**src/shared/scr_defs.vh**
```
// Register offsets, field positions and constants of the serial control register block.
`ifndef SCR_DEFS_VH
`define SCR_DEFS_VH

// ----------------------------------------------------------------
// Register map (byte addresses)
// ----------------------------------------------------------------
`define SCR_OFS_CTRL        4'h0
`define SCR_OFS_MODE        4'h4
`define SCR_OFS_STAT        4'h8

// ----------------------------------------------------------------
// Control register fields
// ----------------------------------------------------------------
`define SCR_TX_IRQ_ON       7
`define SCR_RX_IRQ_ON       6
`define SCR_TX_ON           5
`define SCR_RX_ON           4
`define SCR_ADDR_SKIP_ON    3
`define SCR_TXDONE_IRQ_ON   2
`define SCR_CLK_SEL_HI      1
`define SCR_CLK_SEL_LO      0
`define SCR_CTRL_RESET      8'h00

// ----------------------------------------------------------------
// Mode register fields (own register)
// ----------------------------------------------------------------
`define SCR_M_SYNC          0
`define SCR_M_ADDR_FMT      1
`define SCR_M_GSM           2
`define SCR_M_CARD          3
`define SCR_MODE_RESET      4'h0

// ----------------------------------------------------------------
// AXI responses
// ----------------------------------------------------------------
`define SCR_RESP_OKAY       2'h0
`define SCR_RESP_SLVERR     2'h2

`endif

```
**src/design/scr_ctrl.v**
```verilog
// Serial control register with clock-pin selection, interrupt gating and address-skip reception.
//
// Added by the designer: the register offsets and the AXI4-Lite interface to the registers.
`timescale 1ns/1ps
`default_nettype none
`include "scr_defs.vh"

module scr_ctrl (
  // System
  input  wire        clk_sys,
  input  wire        nrst,
  // AXI4-Lite write address
  input  wire [3:0]  s_axi_awaddr,
  input  wire        s_axi_awvalid,
  output wire        s_axi_awready,
  // AXI4-Lite write data
  input  wire [31:0] s_axi_wdata,
  input  wire [3:0]  s_axi_wstrb,
  input  wire        s_axi_wvalid,
  output wire        s_axi_wready,
  // AXI4-Lite write response
  output reg  [1:0]  s_axi_bresp,
  output reg         s_axi_bvalid,
  input  wire        s_axi_bready,
  // AXI4-Lite read
  input  wire [3:0]  s_axi_araddr,
  input  wire        s_axi_arvalid,
  output wire        s_axi_arready,
  output reg  [31:0] s_axi_rdata,
  output reg  [1:0]  s_axi_rresp,
  output reg         s_axi_rvalid,
  input  wire        s_axi_rready,
  // Shifter side events and requests
  input  wire        tx_empty_evt,
  input  wire        rx_full_evt,
  input  wire        rx_err_evt,
  input  wire        tx_end_evt,
  input  wire        frame_done,
  input  wire        frame_addr_bit,
  input  wire        frame_err,
  input  wire        bit_rate_tick,
  // Gated outputs to the shifters and interrupt controller
  output wire        tx_empty_irq,
  output wire        rx_full_irq,
  output wire        rx_err_irq,
  output wire        tx_end_irq,
  output wire        tx_run,
  output wire        rx_run,
  output wire        use_ext_clk,
  output reg         ext_clk_edge,
  // Received-frame flag sets
  output reg         rx_full_flag_set,
  output reg         frame_err_flag_set,
  output reg         overrun_flag_set,
  input  wire        rx_full_flag,
  // Serial clock pin
  input  wire        sck_in,
  output reg         sck_out,
  output reg         sck_oe
);

  // ----------------------------------------------------------------
  // Registers
  // ----------------------------------------------------------------
  reg [7:0] ser_ctrl_reg_q;
  reg [3:0] mode_q;
  reg       aw_hold_q;
  reg [3:0] aw_addr_q;
  reg       w_hold_q;
  reg [31:0] w_data_q;
  reg [3:0] w_strb_q;
  reg       sck_s1_q;
  reg       sck_s2_q;
  reg       sck_s3_q;
  reg       clk_div_q;
  // The divider halves the bit-rate tick, which gives the pin clock a
  // balanced duty cycle.

  wire card_mode_sel   = mode_q[`SCR_M_CARD];
  wire gsm_variant     = mode_q[`SCR_M_GSM];
  wire sync_mode       = mode_q[`SCR_M_SYNC];
  wire addr_bit_format = mode_q[`SCR_M_ADDR_FMT];
  wire [1:0] clk_sel   = {ser_ctrl_reg_q[`SCR_CLK_SEL_HI], ser_ctrl_reg_q[`SCR_CLK_SEL_LO]};

  // ----------------------------------------------------------------
  // AXI4-Lite slave
  // ----------------------------------------------------------------
  // Address and data are captured independently so either may come first.
  // Ready drops while a response waits, so a second write cannot overwrite
  // the held address before the first one has been answered.
  assign s_axi_awready = !aw_hold_q && !s_axi_bvalid;
  assign s_axi_wready  = !w_hold_q && !s_axi_bvalid;
  assign s_axi_arready = !s_axi_rvalid;

  wire wr_go = aw_hold_q && w_hold_q && !s_axi_bvalid;
  wire wr_ctrl = wr_go && (aw_addr_q == `SCR_OFS_CTRL) && w_strb_q[0];
  wire wr_mode = wr_go && (aw_addr_q == `SCR_OFS_MODE) && w_strb_q[0];
  wire wr_ok = (aw_addr_q == `SCR_OFS_CTRL) || (aw_addr_q == `SCR_OFS_MODE) ||
               (aw_addr_q == `SCR_OFS_STAT);

  // skip only in async with address format
  wire skip_active = ser_ctrl_reg_q[`SCR_ADDR_SKIP_ON] && addr_bit_format && !sync_mode;
  wire skip_clear = skip_active && frame_done && frame_addr_bit;

  always @(posedge clk_sys or negedge nrst) begin
    if (!nrst) begin
      aw_hold_q <= 1'b0;
      aw_addr_q <= 4'h0;
      w_hold_q  <= 1'b0;
      w_data_q  <= 32'h0000_0000;
      w_strb_q  <= 4'h0;
      s_axi_bvalid <= 1'b0;
      s_axi_bresp  <= `SCR_RESP_OKAY;
    end else begin
      if (s_axi_awvalid && s_axi_awready) begin
        aw_hold_q <= 1'b1;
        aw_addr_q <= {s_axi_awaddr[3:2], 2'b00};
      end
      if (s_axi_wvalid && s_axi_wready) begin
        w_hold_q <= 1'b1;
        w_data_q <= s_axi_wdata;
        w_strb_q <= s_axi_wstrb;
      end
      if (wr_go) begin
        aw_hold_q    <= 1'b0;
        w_hold_q     <= 1'b0;
        s_axi_bvalid <= 1'b1;
        s_axi_bresp  <= wr_ok ? `SCR_RESP_OKAY : `SCR_RESP_SLVERR;
      end else if (s_axi_bvalid && s_axi_bready) begin
        s_axi_bvalid <= 1'b0;
      end
    end
  end

  always @(posedge clk_sys or negedge nrst) begin
    if (!nrst) begin
      ser_ctrl_reg_q <= `SCR_CTRL_RESET;
      mode_q         <= `SCR_MODE_RESET;
    end else begin
      // clock select writable at any time
      // A software write on the same edge as an address frame wins, since
      // the written value is the newer intent.
      if (wr_ctrl) begin
        ser_ctrl_reg_q <= w_data_q[7:0];
      end else if (skip_clear) begin
        ser_ctrl_reg_q[`SCR_ADDR_SKIP_ON] <= 1'b0;
      end
      if (wr_mode) begin
        mode_q <= w_data_q[3:0];
      end
    end
  end

  // Status word: skip state, synchronised clock pin level and receive flag.
  // Software can poll the skip state here to see when an address frame
  // has arrived without enabling any interrupt.
  wire [31:0] stat_word = {29'h0000_0000, rx_full_flag, sck_s2_q, skip_active};

  // Unmapped offsets answer with an error and zero data, so a wrong address
  // in software cannot be mistaken for a cleared register.
  always @(posedge clk_sys or negedge nrst) begin
    if (!nrst) begin
      s_axi_rvalid <= 1'b0;
      s_axi_rdata  <= 32'h0000_0000;
      s_axi_rresp  <= `SCR_RESP_OKAY;
    end else if (s_axi_arvalid && s_axi_arready) begin
      s_axi_rvalid <= 1'b1;
      s_axi_rresp  <= `SCR_RESP_OKAY;
      case ({s_axi_araddr[3:2], 2'b00})
        `SCR_OFS_CTRL: s_axi_rdata <= {24'h00_0000, ser_ctrl_reg_q};
        `SCR_OFS_MODE: s_axi_rdata <= {28'h000_0000, mode_q};
        `SCR_OFS_STAT: s_axi_rdata <= stat_word;
        default: begin
          s_axi_rdata <= 32'h0000_0000;
          s_axi_rresp <= `SCR_RESP_SLVERR;
        end
      endcase
    end else if (s_axi_rvalid && s_axi_rready) begin
      s_axi_rvalid <= 1'b0;
    end
  end

  // ----------------------------------------------------------------
  // Interrupt gating and enables
  // ----------------------------------------------------------------
  // The gates are combinational so that a pending request reaches the
  // interrupt controller in the same cycle as its enable.
  // transmit-empty gate
  assign tx_empty_irq = tx_empty_evt && ser_ctrl_reg_q[`SCR_TX_IRQ_ON];
  assign rx_full_irq  = rx_full_evt && ser_ctrl_reg_q[`SCR_RX_IRQ_ON];
  assign rx_err_irq   = rx_err_evt && ser_ctrl_reg_q[`SCR_RX_IRQ_ON];
  assign tx_end_irq   = tx_end_evt && ser_ctrl_reg_q[`SCR_TXDONE_IRQ_ON];
  assign tx_run = ser_ctrl_reg_q[`SCR_TX_ON];
  assign rx_run = ser_ctrl_reg_q[`SCR_RX_ON];

  // ----------------------------------------------------------------
  // Received-frame flag control
  // ----------------------------------------------------------------
  // Flags are registered one cycle after the frame ends.
  // software keeps skip off in card mode, so no card check here.
  // A frame that ends while the flag is still full reports an overrun
  // instead of a second full event.
  reg  rx_full_set_d;
  reg  overrun_set_d;
  reg  frame_err_set_d;
  wire frame_taken = frame_done && rx_run && !(skip_active && !frame_addr_bit);

  always @* begin
    rx_full_set_d   = 1'b0;
    overrun_set_d   = 1'b0;
    frame_err_set_d = 1'b0;
    if (frame_taken) begin
      rx_full_set_d   = !rx_full_flag;
      overrun_set_d   = rx_full_flag;
      frame_err_set_d = frame_err;
    end
  end

  always @(posedge clk_sys or negedge nrst) begin
    if (!nrst) begin
      rx_full_flag_set   <= 1'b0;
      frame_err_flag_set <= 1'b0;
      overrun_flag_set   <= 1'b0;
    end else begin
      rx_full_flag_set   <= rx_full_set_d;
      frame_err_flag_set <= frame_err_set_d;
      overrun_flag_set   <= overrun_set_d;
    end
  end

  // ----------------------------------------------------------------
  // Serial clock pin
  // ----------------------------------------------------------------
  // The external clock is only forwarded as single-cycle rising edges;
  // dividing the sixteenfold clock down to the bit rate is the shifter's
  // job. The pin must stay below half the system clock rate, or edges are
  // lost in the synchroniser.
  // external clock from pin, synchronised
  // synchronous external clock is an input
  assign use_ext_clk = clk_sel[1] && !card_mode_sel;

  always @(posedge clk_sys or negedge nrst) begin
    if (!nrst) begin
      sck_s1_q     <= 1'b0;
      sck_s2_q     <= 1'b0;
      sck_s3_q     <= 1'b0;
      ext_clk_edge <= 1'b0;
      clk_div_q    <= 1'b0;
    end else begin
      sck_s1_q     <= sck_in;
      sck_s2_q     <= sck_s1_q;
      sck_s3_q     <= sck_s2_q;
      ext_clk_edge <= use_ext_clk && sck_s2_q && !sck_s3_q;
      if (bit_rate_tick) begin
        clk_div_q <= !clk_div_q;
      end
    end
  end

  // The pin is worked out combinationally and registered once, so a
  // select change in GSM operation reaches the pin one edge later and
  // never glitches between two levels.
  reg sck_out_d;
  reg sck_oe_d;

  always @* begin
    sck_out_d = 1'b0;
    sck_oe_d  = 1'b0;
    if (card_mode_sel) begin
      if (gsm_variant) begin
        sck_oe_d = 1'b1;
        case (clk_sel)
          2'b00: begin
            sck_out_d = 1'b0;
          end
          2'b10: begin
            sck_out_d = 1'b1;
          end
          default: begin
            sck_out_d = clk_div_q;
          end
        endcase
      end else begin
        // reserved values leave pin as port
        sck_oe_d  = (clk_sel == 2'b01);
        sck_out_d = (clk_sel == 2'b01) ? clk_div_q : 1'b0;
      end
    end else if (sync_mode) begin
      sck_oe_d  = !clk_sel[1];
      sck_out_d = clk_sel[1] ? 1'b0 : clk_div_q;
    end else begin
      sck_oe_d  = (clk_sel == 2'b01);
      sck_out_d = (clk_sel == 2'b01) ? clk_div_q : 1'b0;
    end
  end

  always @(posedge clk_sys or negedge nrst) begin
    if (!nrst) begin
      sck_out <= 1'b0;
      sck_oe  <= 1'b0;
    end else begin
      sck_out <= sck_out_d;
      sck_oe  <= sck_oe_d;
    end
  end

endmodule
`default_nettype wire

```
**config.mk**
```make
export PLATFORM = sky130hd
export DESIGN_NAME = scr_ctrl
export DESIGN_NICKNAME = d
export VERILOG_FILES = /design/src/design/scr_ctrl.v
export VERILOG_INCLUDE_DIRS = /design/src /design/src/shared
export SDC_FILE = /design/constraint.sdc
export NUM_CORES = 1
export LEC_CHECK = 0
export ABC_AREA = 1
export CAP_MARGIN = 20
export CORE_MARGIN = 5
export CORE_UTILIZATION = 45
export CTS_CLUSTER_DIAMETER = 80
export DETAILED_ROUTE_END_ITERATION = 12
export DONT_BUFFER_PORTS = 1
export SETUP_SLACK_MARGIN = 0.3
export SLEW_MARGIN = 20
export SYNTH_ARGS = -nofsm -noshare
export SYNTH_HDL_FRONTEND = slang
export SYNTH_SLANG_ARGS = --single-unit
```
**constraint.sdc**
```tcl
create_clock -name clk_sys -period 1.3 [get_ports clk_sys]
set_input_delay 0.065 -clock clk_sys [delete_from_list [all_inputs] [get_ports clk_sys]]
set_output_delay 0.065 -clock clk_sys [all_outputs]
set_load 0.005 [all_outputs]
```
# Yosys cells after proc, flatten, opt, wreduce, memory -nomap -nowiden
# Index checks and enable logic that the tools add are counted.
# W data, S select, Z words.
# word_totals
regBits	73
latch_bits	0
mem_bits_rw	0
rom_bits	0
output_inout_bits	54
n_memories	0
# op_classes
addsub	0
n_mul	0
div	0
n_lt_le_gt_ge	0
n_eq_ne	6
n_shift	0
n_mux	25
bitwise	0
n_reduce_logical	50
# ops
operator	count
$logic_and A1 B1 Y1	27
$pmux W8 S3	1
$mux W1	21
$logic_not A1 Y1	12
$reduce_bool A2 Y1	5
$eq A2 B1 Y1 const B	3
$eq A2 B2 Y1 const B	3
$logic_not A2 Y1	2
$logic_not A4 Y1	1
$mux W2	2
$reduce_or A3 Y1	1
$logic_or A1 B1 Y1	2
$pmux W1 S2	1

# Logic depth before layout (Yosys ltp)
# logic_depth
depth_word	6
depth_mapped	7

# Worst setup path after synthesis
# No wires, ideal clock.
# synth_timing
path_type	flip-flop to flip-flop
from	register s_axi_bvalid
to	register w_strb_q[0]
setup_ns	0.116
t_arrival_ns	0.981
required_time_ns	1.184
setup_slack_ns	0.203
stages_incl_launch_ff	6
n_path_buf	1
cell_sequence	dfrtp_1 nor2_2 nand2_4 buf_6 nand2_1 nand2_1
# synth_between
elab_chain_cells	3
# synth_rtl
element	line	rtl
start, declared	scr_ctrl.v:23	output reg s_axi_bvalid,
start signal, assigned	scr_ctrl.v:112	s_axi_bvalid <= 1'b0;
start signal, assigned	scr_ctrl.v:127	s_axi_bvalid <= 1'b1;
start signal, assigned	scr_ctrl.v:130	s_axi_bvalid <= 1'b0;
$logic_not A1 Y1	scr_ctrl.v:92	assign s_axi_wready = !w_hold_q && !s_axi_bvalid;
$logic_and A1 B1 Y1	scr_ctrl.v:92	
via s_axi_wready	scr_ctrl.v:20	output wire s_axi_wready,
$logic_and A1 B1 Y1	scr_ctrl.v:119	if (s_axi_wvalid && s_axi_wready) begin
end signal, assigned	scr_ctrl.v:122	w_strb_q <= s_axi_wstrb;
end, declared	scr_ctrl.v:71	reg [3:0] w_strb_q;
# The timed path passes the listed nets, and every way through them passes these cells.
# A chain may end at the register's enable or synchronous reset.

# Final worst setup path
# layout_timing
from	register s_axi_bvalid
to	register w_data_q[5]
# layout_between
elab_chain_cells	3
# layout_rtl
element	line	rtl
$logic_not A1 Y1	scr_ctrl.v:92	
$logic_and A1 B1 Y1	scr_ctrl.v:92	
via s_axi_wready	scr_ctrl.v:20	
$logic_and A1 B1 Y1	scr_ctrl.v:119	
end signal, assigned	scr_ctrl.v:121	w_data_q <= s_axi_wdata;
end, declared	scr_ctrl.v:70	reg [31:0] w_data_q;
# The timed path passes the listed nets, and every way through them passes these cells.

==> summary.txt <==
Drt
  – Total number of vias: approximately 1500
  – Wirelength per Cell: 12.6 um
  – WL final: approximately 4100 um
  – Number of detailed-route iterations in the first pass: 4
  – Via density: 4.62
  – DRC: 0
  – Number of nets with antenna violations after routing: 0
  – Number of DRC markers in iteration 0: between 40 and 50

STA
  – Setup repair after global routing missed its margin: true
  – Final critical delay including setup and external delays: 1.12 ns
  – Maximum clock frequency: 0.895 GHz
  – Worst-Margin Slew: approximately 0.50 ns
  – Tightest slew margin relative to the limit: roughly 67%
  – Setup-failing EPs final: 0
  – Final worst clock skew: around 0.0052 ns
  – Final Cycle Share: between 80% and 90%
  – Final worst slack: 0.183 ns
  – Slew Limit Fails: 0
  – Summed negative setup slack over all endpoints: 0 ns
  – Hold Vio Cnt, Final: 55
  – Min Hold Slack: -0.543 ns

Yosys
  – Count of flip-flops with a built-in enable after synthesis: 0
  – Dominant register cell in the synthesized netlist: sky130_fd_sc_hd__dfrtp_1
  – Register bit total from synthesis: 47
  – Gate Count Post-Synth: roughly 240
  – Cell types with the largest area share after synthesis: sky130_fd_sc_hd__dfrtp_1 (55%), sky130_fd_sc_hd__nand2_1 (11%), sky130_fd_sc_hd__buf_4 (9.1%), sky130_fd_sc_hd__inv_1 (4.7%), sky130_fd_sc_hd__nor2_1 (3.9%)
  – Yosys synthesis warning count: 0
  – Top cell type by total area after synthesis: sky130_fd_sc_hd__dfrtp_1
  – Top cells by count, synth: sky130_fd_sc_hd__nand2_1 (61), sky130_fd_sc_hd__dfrtp_1 (47), sky130_fd_sc_hd__inv_1 (27)
  – Proportion of synthesized flip-flops having asynchronous set or reset: between 90% and 100%
  – Post-synth top area share: 55.0%
  – Avg Synthesized Cell Area: just under 9 sq um
  – Unique cell type count in the Yosys netlist: 23
  – Portion of the post-synthesis area used by sequential elements: around 55%
  – Mapped cell area: between 2000 and 2500 sq um
  – Leading cell type by number of instances after synthesis: sky130_fd_sc_hd__nand2_1

GRT
  – Remaining Overflow, GRT: 0
  – Antenna violations before repair: 0
  – Via count of the first global-routing pass: approximately 1500
  – Pin count of the biggest net entering global routing: 48
  – First-pass GRT wire length: approximately 6700 um
  – GRT Util Overall: approximately 14%

Setup path
  – Maximum fanout along the worst path: 9
  – Count of buffering cells on the critical path with inverters included: 0
  – Launching element type of the critical path: flop
  – Cells along the critical path: nor2_4 -> nand2_4 -> a21oi_1
  – Crit path required time: ~1.5 ns
  – Critical path start-end classification: reg2reg
  – Endpoint arrival time on the critical path: between 1 and 1.5 ns
  – Cell with the largest stage delay on the worst path: sky130_fd_sc_hd__dfrtp_2
  – Endpoint kind of the worst setup timing path: flop
  – Top Family by Delay on Critical Path: flip-flops
  – Critical path's largest stage delay: 0.48 ns

Run status
  – Violations in the final reports: negative hold slack
  – Result of the run: finished, violations left

Floorplanning
  – Die Wd: 78.9 um
  – Number of top-level pins: approximately 120
  – Placeable core region: ~4700 sq um
  – Std-Cell Rows: 25
  – Overall die height: slightly below 80 um
  – Starting Density: 45.9%
  – Die Outline Area: 6230 sq um

Power
  – Total power draw: approximately 4.5 mW
  – PwrDens: roughly 1700 nW/um^2
  – LEAKAGE: ~1.3 nW
  – Max VDD drop: between 0.9 and 1 mV

Placement
  – Pre-CTS setup slack: between 0.15 and 0.2 ns
  – RePlAce Congestion: around 0.76
  – I/O Buffers: 0
  – Total cell area at the placement stage: around 2100 sq um
  – Hpwl dp: about 2900 um

Final layout
  – Layout filler cell count: roughly 420
  – Utilization after layout: a little under three fifths
  – Antenna diodes: 0
  – Area overhead of the layout relative to synthesis: 21.4%
  – Layout cells sized above 1: 20.8%
  – NumNets Final: ~330
  – Post-route cell area: 2600 sq um

Flow run
  – Number of max-cap violations: 0

Clock tree
  – Sinks on the clock net: 47
  – Clock transition at path regs: around 0.080 ns
  – CTS tree: done
  – Deepest level of the CTS H-tree: 2
  – CTS buffer count: 5
  – Worst skew pair latency: 0.29 ns
  – CTS Root Cell: sky130_fd_sc_hd__clkbuf_8
  – Max clock buf depth: 2

Min path
  – Class of the tightest hold or removal check: in2async
[power by group]
group / internal (mW) / leakage (nW) / switching (mW) / total (mW)
Sequential: 1.94 / 0.586 / 0.409 / 2.35
Combinational: 0.568 / 0.684 / 0.788 / 1.36
Clock: 0.378 / 0.0422 / 0.449 / 0.827
Total: 2.88 / 1.31 / 1.65 / 4.53
[sequential cells by signal, indices dropped and copies added (netlist names)]
| signal | count |
|---|---|
| aw_addr_q | 2 |
| aw_hold_q | 1 |
| clk_div_q | 1 |
| ext_clk_edge | 1 |
| frame_err_flag_set | 1 |
| mode_q | 4 |
| overrun_flag_set | 1 |
| rx_full_flag_set | 1 |
| s_axi_bresp | 1 |
| s_axi_bvalid | 1 |
| s_axi_rdata | 8 |
| s_axi_rresp | 1 |
| s_axi_rvalid | 1 |
| sck_oe | 1 |
| sck_out | 1 |
| sck_s1_q | 1 |
| sck_s2_q | 1 |
| sck_s3_q | 1 |
| ser_ctrl_reg_q | 8 |
| w_data_q | 8 |
| w_hold_q | 1 |
| w_strb_q | 1 |
[cell families (layout without fill, tap and decap cells)]
| kind of cell | count (synthesis) | count (layout) | synth area share, % |
|---|---|---|---|
| compound gates | 32 | 32 | 9.13 |
| other cells | 1 | 26 | 0.175 |
| buf+inv | 56 | 65 | 15.2 |
| xor+xnor | 1 | 1 | 0.410 |
| flops | 47 | 47 | 55.0 |
| simple gates | 102 | 103 | 20.1 |
[through the flow]
step / hold slack [ns] / cells
2_1_floorplan: -0.231 / 264
3_3_place_gp: -0.229 / 293
3_5_place_dp: -0.229 / 293
4_1_cts: -0.553 / 323
5_1_grt: -0.571 / 328
6_report: -0.543 / 328
[layout make-up]
type                       instances  area, sq um  area share (%)
sequential                        47         1180            45.3
multi-input combinational        162          856            33.0
timing repair buffer              30          310            12.0
inverter                          27          104            4.00
clock buffer                       7         76.3            2.94
tap                               54         67.6            2.60
clock inverter                     1         5.00           0.193
[layout by cell type (no fill, tap or decap), types with 2 or more instances in the layout]
cell	instances
sky130_fd_sc_hd__dfrtp_1	46
sky130_fd_sc_hd__nor2_4	4
sky130_fd_sc_hd__nand2_2	7
sky130_fd_sc_hd__inv_2	4
sky130_fd_sc_hd__nand2_8	2
sky130_fd_sc_hd__buf_6	4
sky130_fd_sc_hd__dlygate4sd3_1	23
sky130_fd_sc_hd__clkbuf_1	2
sky130_fd_sc_hd__nor2_1	14
sky130_fd_sc_hd__nand2_1	54
sky130_fd_sc_hd__o21ai_1	6
sky130_fd_sc_hd__nand2_4	3
sky130_fd_sc_hd__a21oi_2	7
sky130_fd_sc_hd__conb_1	26
sky130_fd_sc_hd__o21ai_2	7
sky130_fd_sc_hd__nand3_2	2
sky130_fd_sc_hd__nor2_2	6
sky130_fd_sc_hd__inv_1	22
sky130_fd_sc_hd__o21ai_0	6
sky130_fd_sc_hd__buf_4	2
sky130_fd_sc_hd__a21oi_1	4
sky130_fd_sc_hd__nand3_1	10
sky130_fd_sc_hd__clkbuf_8	5
[timing repair]
item,4_1_cts,5_1_grt
hold buffers,22,1
setup endpoints to repair,39,40
pin swaps,4,3
gates resized for setup,22,16
cloned,0,2
setup buffers,0,2
hold endpoints to repair,70,55
[metal layers]
layer  vias up  part of all wire (%)  GRT usage, %
met5         -                     0             0
met4         0                  0.48          3.61
met3         2                   7.0          5.33
met2        52                    51          23.3
met1       703                    41          16.1
li1        758                     -             -
[worst paths after layout]
check                              from              to  slack, ns  depth (start not counted)
setup reg to reg           s_axi_bvalid     w_data_q[5]       0.18                          3
hold / removal                     nrst  s_axi_rdata[0]      -0.54                          0
setup / recovery           s_axi_bvalid     w_data_q[5]       0.18                          3
max in group asynchronous          nrst    s_axi_bvalid       1.74                          0
hold reg to reg                sck_s1_q        sck_s2_q       0.35                          0
min in group clk_sys       s_axi_wvalid     w_strb_q[0]      -0.08                          2
(Power assumes the default switching activity.)
